$ cat config.mk
export PLATFORM = sky130hd
export DESIGN_NAME = rcf_reset_cause
export DESIGN_NICKNAME = d
export VERILOG_FILES = /design/src/hw/rcf_pkg.sv /design/src/hw/rcf_reset_cause.sv
export SDC_FILE = /design/constraint.sdc
export NUM_CORES = 1
export LEC_CHECK = 0
export BUFFER_PORTS_ARGS = -buffer_cell sky130_fd_sc_hd__buf_2
export CAP_MARGIN = 20
export CORE_UTILIZATION = 30
export DETAILED_ROUTE_END_ITERATION = 7
export GPL_ROUTABILITY_DRIVEN = 1
export HOLD_SLACK_MARGIN = 0.15
export SLEW_MARGIN = 0
export SYNTH_ARGS = -nofsm -noshare
export SYNTH_HDL_FRONTEND = slang
export SYNTH_SLANG_ARGS = --single-unit
$ cat constraint.sdc
create_clock -name clk -period 2.3 [get_ports clk]
set_clock_uncertainty 0.2 [all_clocks]
set_input_delay 0.115 -clock clk [delete_from_list [all_inputs] [get_ports clk]]
set_output_delay 0.115 -clock clk [all_outputs]
set_load 0.005 [all_outputs]
$ cat src/hw/rcf_pkg.sv
// reset-cause flag package: register map, flag positions, event carriers
// assumes a 16-bit register port and a core that reports events on the system clock
package rcf_pkg;

  // register indices on the plain register port
  localparam logic [3:0] RCF_REG_STATUS = 4'h0;
  localparam logic [3:0] RCF_REG_IRQ_STAT = 4'h1;
  localparam logic [3:0] RCF_REG_IRQ_MASK = 4'h2;
  localparam logic [3:0] RCF_REG_SEG_LO = 4'h3;
  localparam logic [3:0] RCF_REG_SEG_HI = 4'h4;
  localparam logic [3:0] RCF_REG_WINIT = 4'h5;

  // reset-cause status bit positions
  localparam int RCF_B_TRAP = 15;
  localparam int RCF_B_ILLEGAL = 14;
  localparam int RCF_B_MISMATCH = 9;
  localparam int RCF_B_PIN = 7;
  localparam int RCF_B_SOFT = 6;
  localparam int RCF_B_WDT = 4;
  localparam int RCF_B_SLEEP = 3;
  localparam int RCF_B_IDLE = 2;
  localparam int RCF_B_BOR = 1;
  localparam int RCF_B_POR = 0;

  localparam logic [15:0] RCF_STATUS_MASK = 16'hC2DF;
  localparam logic [15:0] RCF_STATUS_RST = 16'h0001;
  // brown-out keeps the pin-reset flag and the power-on flag
  localparam logic [15:0] RCF_BOR_KEEP = 16'h0081;

  // interrupt status bit positions
  localparam int RCF_IRQ_UNINIT = 0;
  localparam int RCF_IRQ_SECURE = 1;
  localparam int RCF_IRQ_OTHER = 2;
  localparam int RCF_IRQ_W = 3;
  localparam logic [RCF_IRQ_W-1:0] RCF_IRQ_RST = 3'h0;

  // restricted window reset values leave the window empty
  localparam logic [15:0] RCF_SEG_LO_RST = 16'hFFFF;
  localparam logic [15:0] RCF_SEG_HI_RST = 16'h0000;

  localparam int RCF_NWREG = 16;
  localparam int RCF_NTRACK = 15;
  localparam logic [RCF_NTRACK-1:0] RCF_WINIT_RST = 15'h0000;
  localparam logic [3:0] RCF_SP_IDX = 4'hF;

  typedef struct packed {
    logic illegal_opcode;
    logic sw_reset;
    logic wdt_timeout;
    logic trap_conflict;
    logic cfg_mismatch;
    logic power_save_instr_sleep;
    logic power_save_instr_idle;
    logic wdt_clear;
    logic wreg_wr;
    logic [3:0] wreg_wr_idx;
    logic addr_use;
    logic [3:0] addr_use_idx;
    logic program_flow_change;
    logic vector_flow_change;
    logic [23:0] flow_target;
  } rcf_core_evt_t;

  typedef struct packed {
    logic [3:0] addr;
    logic [15:0] wdata;
    logic wr;
    logic rd;
  } rcf_reg_req_t;

endpackage

$ cat src/hw/rcf_reset_cause.sv
// reset-cause detection and reset-cause status flags
// assumes core events arrive on clk; brown-out and reset pin are asynchronous
`timescale 1ns/10ps
module rcf_reset_cause
  import rcf_pkg::*;
(
  input wire logic clk, // 40 MHz system clock
  input wire logic rst, // power-on reset, synchronous
  input wire rcf_core_evt_t core_evt, // core events, one-cycle pulses
  input wire logic brownout_in, // async brown-out detector, high active
  input wire logic ext_reset_pin_n, // async external reset pin, low active
  input wire rcf_reg_req_t reg_req, // register port request
  output logic [15:0] rd_data_q, // read data, cycle after the read strobe
  output logic sys_reset_q, // device reset request pulse
  output logic wreg_clear_q, // working-register clear pulse to the core
  output logic irq_q // level interrupt
);

  // in restricted window: lo <= target page <= hi, used for both flow kinds
  function automatic logic in_window(input logic [23:0] tgt, input logic [15:0] lo,
                                     input logic [15:0] hi);
    in_window = (tgt[23:8] >= lo) && (tgt[23:8] <= hi);
  endfunction

  // synchronisers for the asynchronous inputs
  logic bo_s1_q, bo_s2_q, bo_s3_q;
  logic pin_s1_q, pin_s2_q, pin_s3_q;
  logic bo_s1_d, bo_s2_d, bo_s3_d;
  logic pin_s1_d, pin_s2_d, pin_s3_d;

  always_comb
  begin
    bo_s1_d = brownout_in;
    bo_s2_d = bo_s1_q;
    bo_s3_d = bo_s2_q;
    pin_s1_d = ext_reset_pin_n;
    pin_s2_d = pin_s1_q;
    pin_s3_d = pin_s2_q;
  end

  always_ff @(posedge clk)
  begin
    if (rst)
    begin
      bo_s1_q <= 1'b0;
      bo_s2_q <= 1'b0;
      bo_s3_q <= 1'b0;
      pin_s1_q <= 1'b1;
      pin_s2_q <= 1'b1;
      pin_s3_q <= 1'b1;
    end
    else
    begin
      bo_s1_q <= bo_s1_d;
      bo_s2_q <= bo_s2_d;
      bo_s3_q <= bo_s3_d;
      pin_s1_q <= pin_s1_d;
      pin_s2_q <= pin_s2_d;
      pin_s3_q <= pin_s3_d;
    end
  end

  // assertion edges only; a held level raises one event
  logic bor_evt;
  logic pin_evt;
  assign bor_evt = bo_s2_q && !bo_s3_q;
  assign pin_evt = !pin_s2_q && pin_s3_q;

  // working-register initialisation tracking
  logic [RCF_NTRACK-1:0] winit_q, winit_d;
  logic uninit_evt;
  logic secure_evt;
  logic any_reset;
  logic [15:0] seg_lo_q, seg_hi_q;

  assign uninit_evt = core_evt.addr_use && (core_evt.addr_use_idx != RCF_SP_IDX) &&
                      !winit_q[core_evt.addr_use_idx];

  assign secure_evt = (core_evt.program_flow_change || core_evt.vector_flow_change) &&
                      in_window(core_evt.flow_target, seg_lo_q, seg_hi_q);

  assign any_reset = uninit_evt || secure_evt || core_evt.illegal_opcode ||
                     core_evt.sw_reset || core_evt.wdt_timeout || core_evt.trap_conflict ||
                     core_evt.cfg_mismatch || bor_evt || pin_evt;

  genvar gi;
  generate
    for (gi = 0; gi < RCF_NTRACK; gi++)
    begin : g_winit
      always_comb
      begin
        winit_d[gi] = winit_q[gi];
        if (core_evt.wreg_wr && (core_evt.wreg_wr_idx == 4'(gi)))
          winit_d[gi] = 1'b1;
        if (any_reset)
          winit_d[gi] = 1'b0;
      end
    end
  endgenerate

  always_ff @(posedge clk)
  begin
    if (rst)
      winit_q <= RCF_WINIT_RST;
    else
      winit_q <= winit_d;
  end

  // reset-cause status register
  logic [15:0] status_q, status_d;
  logic [15:0] set_v;
  logic wr_status;

  assign wr_status = reg_req.wr && (reg_req.addr == RCF_REG_STATUS);

  always_comb
  begin
    set_v = 16'h0000;
    set_v[RCF_B_TRAP] = core_evt.trap_conflict;
    set_v[RCF_B_ILLEGAL] = core_evt.illegal_opcode || uninit_evt || secure_evt;
    set_v[RCF_B_MISMATCH] = core_evt.cfg_mismatch;
    set_v[RCF_B_PIN] = pin_evt;
    set_v[RCF_B_SOFT] = core_evt.sw_reset;
    set_v[RCF_B_WDT] = core_evt.wdt_timeout;
    set_v[RCF_B_SLEEP] = core_evt.power_save_instr_sleep;
    set_v[RCF_B_IDLE] = core_evt.power_save_instr_idle;
    set_v[RCF_B_BOR] = bor_evt;
  end

  always_comb
  begin
    status_d = status_q;
    if (wr_status)
      status_d = reg_req.wdata & RCF_STATUS_MASK;
    if (core_evt.power_save_instr_sleep || core_evt.power_save_instr_idle || core_evt.wdt_clear)
      status_d[RCF_B_WDT] = 1'b0;
    if (bor_evt)
      status_d = status_d & RCF_BOR_KEEP;
    // hardware set wins over any clear in the same cycle
    status_d = status_d | set_v;
  end

  always_ff @(posedge clk)
  begin
    if (rst)
      status_q <= RCF_STATUS_RST;
    else
      status_q <= status_d;
  end

  // restricted window bounds, software programmable
  logic [15:0] seg_lo_d, seg_hi_d;

  always_comb
  begin
    seg_lo_d = seg_lo_q;
    seg_hi_d = seg_hi_q;
    if (reg_req.wr && (reg_req.addr == RCF_REG_SEG_LO))
      seg_lo_d = reg_req.wdata;
    if (reg_req.wr && (reg_req.addr == RCF_REG_SEG_HI))
      seg_hi_d = reg_req.wdata;
  end

  always_ff @(posedge clk)
  begin
    if (rst)
    begin
      seg_lo_q <= RCF_SEG_LO_RST;
      seg_hi_q <= RCF_SEG_HI_RST;
    end
    else
    begin
      seg_lo_q <= seg_lo_d;
      seg_hi_q <= seg_hi_d;
    end
  end

  // interrupt status and mask
  logic [RCF_IRQ_W-1:0] irq_stat_q, irq_stat_d;
  logic [RCF_IRQ_W-1:0] irq_mask_q, irq_mask_d;
  logic [RCF_IRQ_W-1:0] irq_set;
  logic other_reset;

  assign other_reset = any_reset && !uninit_evt && !secure_evt;

  always_comb
  begin
    irq_set = '0;
    irq_set[RCF_IRQ_UNINIT] = uninit_evt;
    irq_set[RCF_IRQ_SECURE] = secure_evt;
    irq_set[RCF_IRQ_OTHER] = other_reset;
    irq_stat_d = irq_stat_q;
    irq_mask_d = irq_mask_q;
    if (reg_req.wr && (reg_req.addr == RCF_REG_IRQ_STAT))
      irq_stat_d = irq_stat_q & ~reg_req.wdata[RCF_IRQ_W-1:0];
    if (reg_req.wr && (reg_req.addr == RCF_REG_IRQ_MASK))
      irq_mask_d = reg_req.wdata[RCF_IRQ_W-1:0];
    // set wins over write-one-to-clear
    irq_stat_d = irq_stat_d | irq_set;
  end

  always_ff @(posedge clk)
  begin
    if (rst)
    begin
      irq_stat_q <= RCF_IRQ_RST;
      irq_mask_q <= RCF_IRQ_RST;
    end
    else
    begin
      irq_stat_q <= irq_stat_d;
      irq_mask_q <= irq_mask_d;
    end
  end

  // outputs: reset pulse, register clear pulse, interrupt level
  logic sys_reset_d, wreg_clear_d, irq_d;

  always_comb
  begin
    sys_reset_d = any_reset;
    wreg_clear_d = any_reset;
    // interrupt follows the registered state, one cycle behind it
    irq_d = |(irq_stat_q & irq_mask_q);
  end

  always_ff @(posedge clk)
  begin
    if (rst)
    begin
      sys_reset_q <= 1'b0;
      wreg_clear_q <= 1'b0;
      irq_q <= 1'b0;
    end
    else
    begin
      sys_reset_q <= sys_reset_d;
      wreg_clear_q <= wreg_clear_d;
      irq_q <= irq_d;
    end
  end

  // read port: data valid only in the cycle after the strobe
  logic [15:0] rd_data_d;

  always_comb
  begin
    rd_data_d = 16'h0000;
    if (reg_req.rd)
    begin
      unique case (reg_req.addr)
        RCF_REG_STATUS: rd_data_d = status_q;
        RCF_REG_IRQ_STAT: rd_data_d = {13'h0000, irq_stat_q};
        RCF_REG_IRQ_MASK: rd_data_d = {13'h0000, irq_mask_q};
        RCF_REG_SEG_LO: rd_data_d = seg_lo_q;
        RCF_REG_SEG_HI: rd_data_d = seg_hi_q;
        // stack pointer reads as always initialised
        RCF_REG_WINIT: rd_data_d = {1'b1, winit_q};
        default: rd_data_d = 16'h0000;
      endcase
    end
  end

  always_ff @(posedge clk)
  begin
    if (rst)
      rd_data_q <= 16'h0000;
    else
      rd_data_q <= rd_data_d;
  end

endmodule

### Word-level counts from Yosys, hierarchy flattened

Cells that the tools add are included.

* div/mod/pow operators: 0
* shift-type cells: 0
* bitwise operators: 6
* mux-type cells: 7
* reduce and logical (&&, ||, !) cells: 51
* eq/ne operators: 20
* multipliers: 0
* order comparisons: 3
* add/subtract/negate cells: 0

Operators with widths (count)
* 16-bit case mux with 6 select lines: 1
* 16-bit two-way mux: 2
* 4-bit equality test (second input constant): 7
* 1-bit logical AND: 28
* 4-bit by 3-bit equality test with 1-bit output (second input constant): 6
* 4-bit by 2-bit equality test with 1-bit output (second input constant): 4
* 16-bit greater-or-equal comparator: 1
* 16-bit less-or-equal comparator: 1
* 16-bit OR: 1
* 1-bit logical OR: 13
* 4-bit by 1-bit equality test with 1-bit output (second input constant): 2
* 4-bit logical NOT: 2
* 3-bit bitwise AND: 2
* 1-bit logical NOT: 5
* 4-bit by 5-bit < comparator with 1-bit output (second input constant): 1
* 1-bit binary-select mux with 4-bit select: 1
* 4-bit != test (second input constant): 1
* 2-bit OR reduction: 2
* 3-bit two-way mux: 1
* 3-bit inverter: 1
* 3-bit OR: 1
* 3-bit OR reduction: 1
* 1-bit two-way mux: 2
* 1-bit inverter: 1

* logic and storage cells: 116
* latch bits: 0
* ROM bits: 0
* bits of input ports: 70
* memories: 0
* register bits after elaboration: 93
* memory bits (writable): 0

### Longest topological paths before layout

* depth after elaboration: 15
* gate-level depth with buffers: 9
* depth with buffers taken out: 8

### Worst setup path after synthesis

Ideal clock, no wire load.

* path kind: reg-to-reg
* start point: register seg_hi_q[14]
* end point: register winit_q[7]
* path buffers: 1
* stages on the path, launching flop included: 10
* period minus slack after synthesis: 2425 ps
* arrival: 2109 ps
* setup time: 116 ps
* slack: -125 ps
* cell sequence: dfxtp_1 inv_1 ha_1 a21oi_1 nand2_1 a221o_1 o31a_1 o311ai_4 buf_12 nor2_2

* word-level cells in the longest chain between the ends: 12

RTL lines
* from (decl): RTL line rcf_reset_cause.sv:74 `logic [15:0] seg_lo_q, seg_hi_q;`
* from (signal assigned): RTL line rcf_reset_cause.sv:174 `seg_hi_q <= seg_hi_d;`
* 16-bit less-or-equal comparator: RTL line rcf_reset_cause.sv:22 `in_window = (tgt[23:8] >= lo) && (tgt[23:8] <= hi);`
* 1-bit logical AND: RTL line rcf_reset_cause.sv:22
* 1-bit logical AND: RTL line rcf_reset_cause.sv:79 `assign secure_evt = (core_evt.program_flow_change || core_evt.vector_flow_change) &&`
* 1-bit logical OR (3 in series): RTL line rcf_reset_cause.sv:82 `assign any_reset = uninit_evt || secure_evt || core_evt.illegal_opcode ||`
* 1-bit logical OR (3 in series): RTL line rcf_reset_cause.sv:83 `core_evt.sw_reset || core_evt.wdt_timeout || core_evt.trap_conflict ||`
* 1-bit logical OR (2 in series): RTL line rcf_reset_cause.sv:84 `core_evt.cfg_mismatch || bor_evt || pin_evt;`
* 2-bit OR reduction (no source line)
* to (signal assigned): RTL line rcf_reset_cause.sv:106 `winit_q <= winit_d;`
* to (decl): RTL line rcf_reset_cause.sv:70 `logic [RCF_NTRACK-1:0] winit_q, winit_d;`

No other way between the ends.
A chain may end at the register's enable or synchronous reset.

### Final worst setup path

* start point: register seg_hi_q[6]
* end point: register irq_stat_q[2]

* word-level cells in the longest chain between the ends: 14

RTL lines
* 16-bit less-or-equal comparator *: RTL line rcf_reset_cause.sv:22
* 1-bit logical AND *: RTL line rcf_reset_cause.sv:22
* 1-bit logical AND *: RTL line rcf_reset_cause.sv:79
* 1-bit logical OR (3 in series): RTL line rcf_reset_cause.sv:82
* 1-bit logical OR (3 in series): RTL line rcf_reset_cause.sv:83
* 1-bit logical OR (2 in series): RTL line rcf_reset_cause.sv:84
* 1-bit logical AND: RTL line rcf_reset_cause.sv:184 `assign other_reset = any_reset && !uninit_evt && !secure_evt;`
* 1-bit logical AND *: RTL line rcf_reset_cause.sv:184
* 3-bit OR *: RTL line rcf_reset_cause.sv:199 `irq_stat_d = irq_stat_d | irq_set;`
* to (signal assigned): RTL line rcf_reset_cause.sv:211 `irq_stat_q <= irq_stat_d;`
* to (decl): RTL line rcf_reset_cause.sv:179 `logic [RCF_IRQ_W-1:0] irq_stat_q, irq_stat_d;`

Mark *: on every way between the ends. The rest lies on a longest branch, timed or not.

==> flow_results.org <==
** Final layout
- Cells with a size suffix above 1 make up between 30% and 40% of the layout.
- Diodes inserted :: 0
- Layout Area Growth over Synthesis :: 46.7%
- After filler insertion, the fill cell instance count of the layout stands at ~1.3k.
- Core Util, Final :: roughly 45%
- Total Nets Final :: just under 800
- For this run, the number of standard cells in the final layout without fillers is 854.
- The library cell used most frequently in the layout, excluding fill and tap cells, is nand2_1.
- Commonest cells after routing, fill and taps aside :: 89 x nand2_1, 80 x buf_2, 70 x dfxtp_1

** Global routing
- Met2 usage :: between 30% and 40%
- Busiest metal layer after global routing :: met2
- Wire length of the first global-routing pass :: roughly 21,000 µm
- Total overflow reported by the global router :: 0
- The number of global-route vias before repair was ~4.2k.
- Maximum number of pins on one net before global-route repair :: 25
- Global routing met3 resource utilization :: 3.65%
- Number of antenna violations at the first check in global routing :: 0
- Met1 track demand over resource in global routing :: roughly a quarter
- Across every metal layer, demand over resource in global routing totals between 10% and 20%.

** Synth
- In this run the cell area of the synthesized design comes to approximately 4300 µm².
- Counting distinct cell types in the post-synthesis netlist gives between 50 and 60.
- Synthesis produced a netlist with a net count of 600.
- Sequential cells were found to cover slightly above 40% of the synthesized design area.
- Cell count after synthesis :: 498
- For this run, the leading register cell type out of synthesis is dfxtp_1.
- Synthesis warning total :: 0
- The synthesized design contains 0 enable-type register cells.
- Synth Register Bits :: 87
- For this run, asynchronously set or reset flops after synthesis account for 0%.
- In this run the mean area of a mapped cell was 8.65 µm².

** Critical path
- Crit path launch type :: register
- By startpoint and endpoint, the worst setup path is classified as reg -> reg.
- Worst endpoint required time :: about 2.3 ns
- Data arrival, critical path :: approximately 2.4 ns
- Along the worst path, the maximum fanout reaches 4.
- Endpoint class of the critical path :: register

** Placement
- Summed over all nets, the half-perimeter wirelength after detailed placement is 10,100 µm.
- Input and output buffers added on the ports amount to 80.
- Placed Instances :: 789
- Placer Congestion :: around 0.85

** Drt
- Post-DR vias/cell :: about 5
- The detail route stage leaves a number of antenna-violating nets equal to 0.
- For this run, design rule violations remaining after detail routing come to 0.
- After detailed routing, the average wire length per cell comes to approximately 16 µm.
- The pre-antenna-repair detailed-routing pass consisted of 5 iterations.
- After the first detailed-routing iteration, the DRC count stood at approximately 290.
- Routed Wire Length :: 13,800 µm
- Via count :: roughly 4.3k

** Floorplan
- Starting density of the core :: 30.9%
- After floorplanning, the core was divided into 43 placement rows.
- I/O pin count :: 89
- The total area inside the core boundary comes to 13,900 µm².
- Die height :: approximately 120 µm
- Die X-Extent :: roughly 120 µm
- The floorplan step defined a die boundary enclosing 14,800 µm².

** STA
- Min setup slack post-route :: -0.0923 ns
- Transition time of the tightest slew-check pin :: roughly 0.68 ns
- For this run, the top clock speed supported by timing is around 420 MHz.
- Final Hold Viols :: 0
- Measured against its own limit, the worst slew margin works out to between 50 and 60%.
- Setup repair after global routing could not meet its margin everywhere.
- In the finished design, the share of the clock period the worst path needs comes to 104%.
- Final setup fails :: 17
- The max-slew violation total from the final report was 0.
- Post-route minimum period :: 2.39 ns

** Power and ir drop
- Worst IR Drop VDD :: about 0.4 mV
- Dividing total power by cell area gives a power density of 541 nW/µm².
- In this run the static leakage power is 2.67 nW.

** Clocking
- CTS saw between 80 and 90 sinks.
- Count of H-tree levels built during CTS :: 3
- Counting the buffers created by CTS gives 9.
- Library cell used as clock root buffer :: clkbuf_16
- Clock Path Buffers :: 2
- The clock reaches the later pin of the worst-skew pair after between 0.3 and 0.4 ns.
- TritonCTS built the clock tree.
- CTS clock-pin slew for the worst setup and hold paths :: about 0.060 ns

** Outcome
- The final reports fail on setup timing.
- Outcome :: complete, but fails checks

** Min path
- The worst hold path belongs to the class in -> reg.

** Job
- Max Cap Violations :: 0
synth_stat cells, drive strengths merged (2+ instances only):
library cell / number / area share [%]
and3: 3 / 0.44
a2111oi: 2 / 0.41
clkbuf: 18 / 1.6
nor2b: 7 / 1.0
and2: 2 / 0.29
a22oi: 28 / 4.9
nand2: 89 / 7.8
nand3: 12 / 1.4
ha: 32 / 9.3
mux2i: 3 / 0.70
nor4: 3 / 0.44
nor4b: 2 / 0.90
mux2: 8 / 2.2
nand2b: 4 / 0.58
buf: 5 / 0.99
a21oi: 67 / 7.8
nor3b: 2 / 0.61
inv: 33 / 2.9
nand4: 5 / 0.73
a31oi: 9 / 1.3
mux4: 3 / 1.8
or2: 4 / 0.58
nand3b: 16 / 2.8
a21o: 3 / 0.52
dfxtp: 87 / 40
o21ai: 4 / 0.46
nor2: 32 / 3.4
worst max-delay path, cell delays in order (launching register included):
cell and delay [ns]:
dfxtp_1 0.33, inv_1 0.05, ha_1 0.26, nand2_1 0.10
o21ai_1 0.08, a221o_1 0.33, o31a_1 0.30, or3_4 0.42
a31o_2 0.21
state kept, by name, summed over array words and instances (netlist names):
signal        count
rd_data_q        16
seg_hi_q         16
seg_lo_q         16
winit_q          15
status_q         10
irq_mask_q        3
irq_stat_q        3
bo_s1_q           1
bo_s2_q           1
bo_s3_q           1
irq_q             1
pin_s1_q          1
pin_s2_q          1
pin_s3_q          1
wreg_clear_q      1
cells by family (layout without fill, tap and decap cells):
kind of cell / after synthesis / after routing / synth area share (%)
flip-flops: 87 / 87 / 40.4
multiplexers: 14 / 14 / 4.71
adder cells (fa/ha/maj): 32 / 32 / 9.29
AO/OA/AOI/OAI: 123 / 123 / 18.2
AND/OR/NAND/NOR: 186 / 186 / 21.9
buffers and inverters: 56 / 232 / 5.43
area by class of cell:
cell class	instances	area, µm²	area share (%)
Clock buffer	11	233	3.68
Clock inverter	4	47.5	0.752
Inverter	33	124	1.96
Multi-Input combinational cell	355	2620	41.4
Sequential cell	87	1760	27.9
Tap cell	180	225	3.56
Timing Repair Buffer	184	1310	20.7
routing by layer:
layer  share of wire, %  up-vias  routed length (µm)
li1                   -     2094                   -
met1                 42     2082                5790
met2                 51      137                7060
met3                5.5       17                 753
met4                1.1        0                 152
met5                  0        -                   0
report_power, final:
part / internal (mW) / switching, mW
Combinational: 0.238 / 0.226
Sequential: 1.54 / 0.0178
Clock: 0.832 / 0.565
Total: 2.61 / 0.809
worst paths after layout:
check | cells past startpoint | startpoint | slack (ns) | end
worst min register to register | 1 | pin_s1_q | 0.21 | pin_s2_q
worst max-delay path | 8 | seg_hi_q[6] | -0.09 | irq_stat_q[2]
worst min-delay path | 4 | reg_req[21] | 0.20 | rd_data_q[0]
worst max register to register | 8 | seg_hi_q[6] | -0.09 | irq_stat_q[2]
per-stage QoR:
stage	hold WS, ns	area (µm²)	TNS (ns)	total power [mW]	setup slack [ns]
floorplan	0.0188	4330	0	1.76	0.00517
global placement	0.103	5260	-6.09	1.94	-0.385
detailed placement	0.104	5260	-7.28	1.95	-0.469
CTS	0.174	6220	-0.838	3.43	-0.118
global route	0.209	6320	-1.91	3.56	-0.174
finish	0.197	6320	-0.306	3.42	-0.0923
what timing repair did:
item                                    in CTS  in global routing
setup buffers                                4                  0
endpoints found under the setup margin      19                 21
resized for setup                           36                 16
hold buffers                                47                  0
hold endpoints to repair                    86                  0
pin swaps                                   14                  6
(Power assumes the default switching activity.)
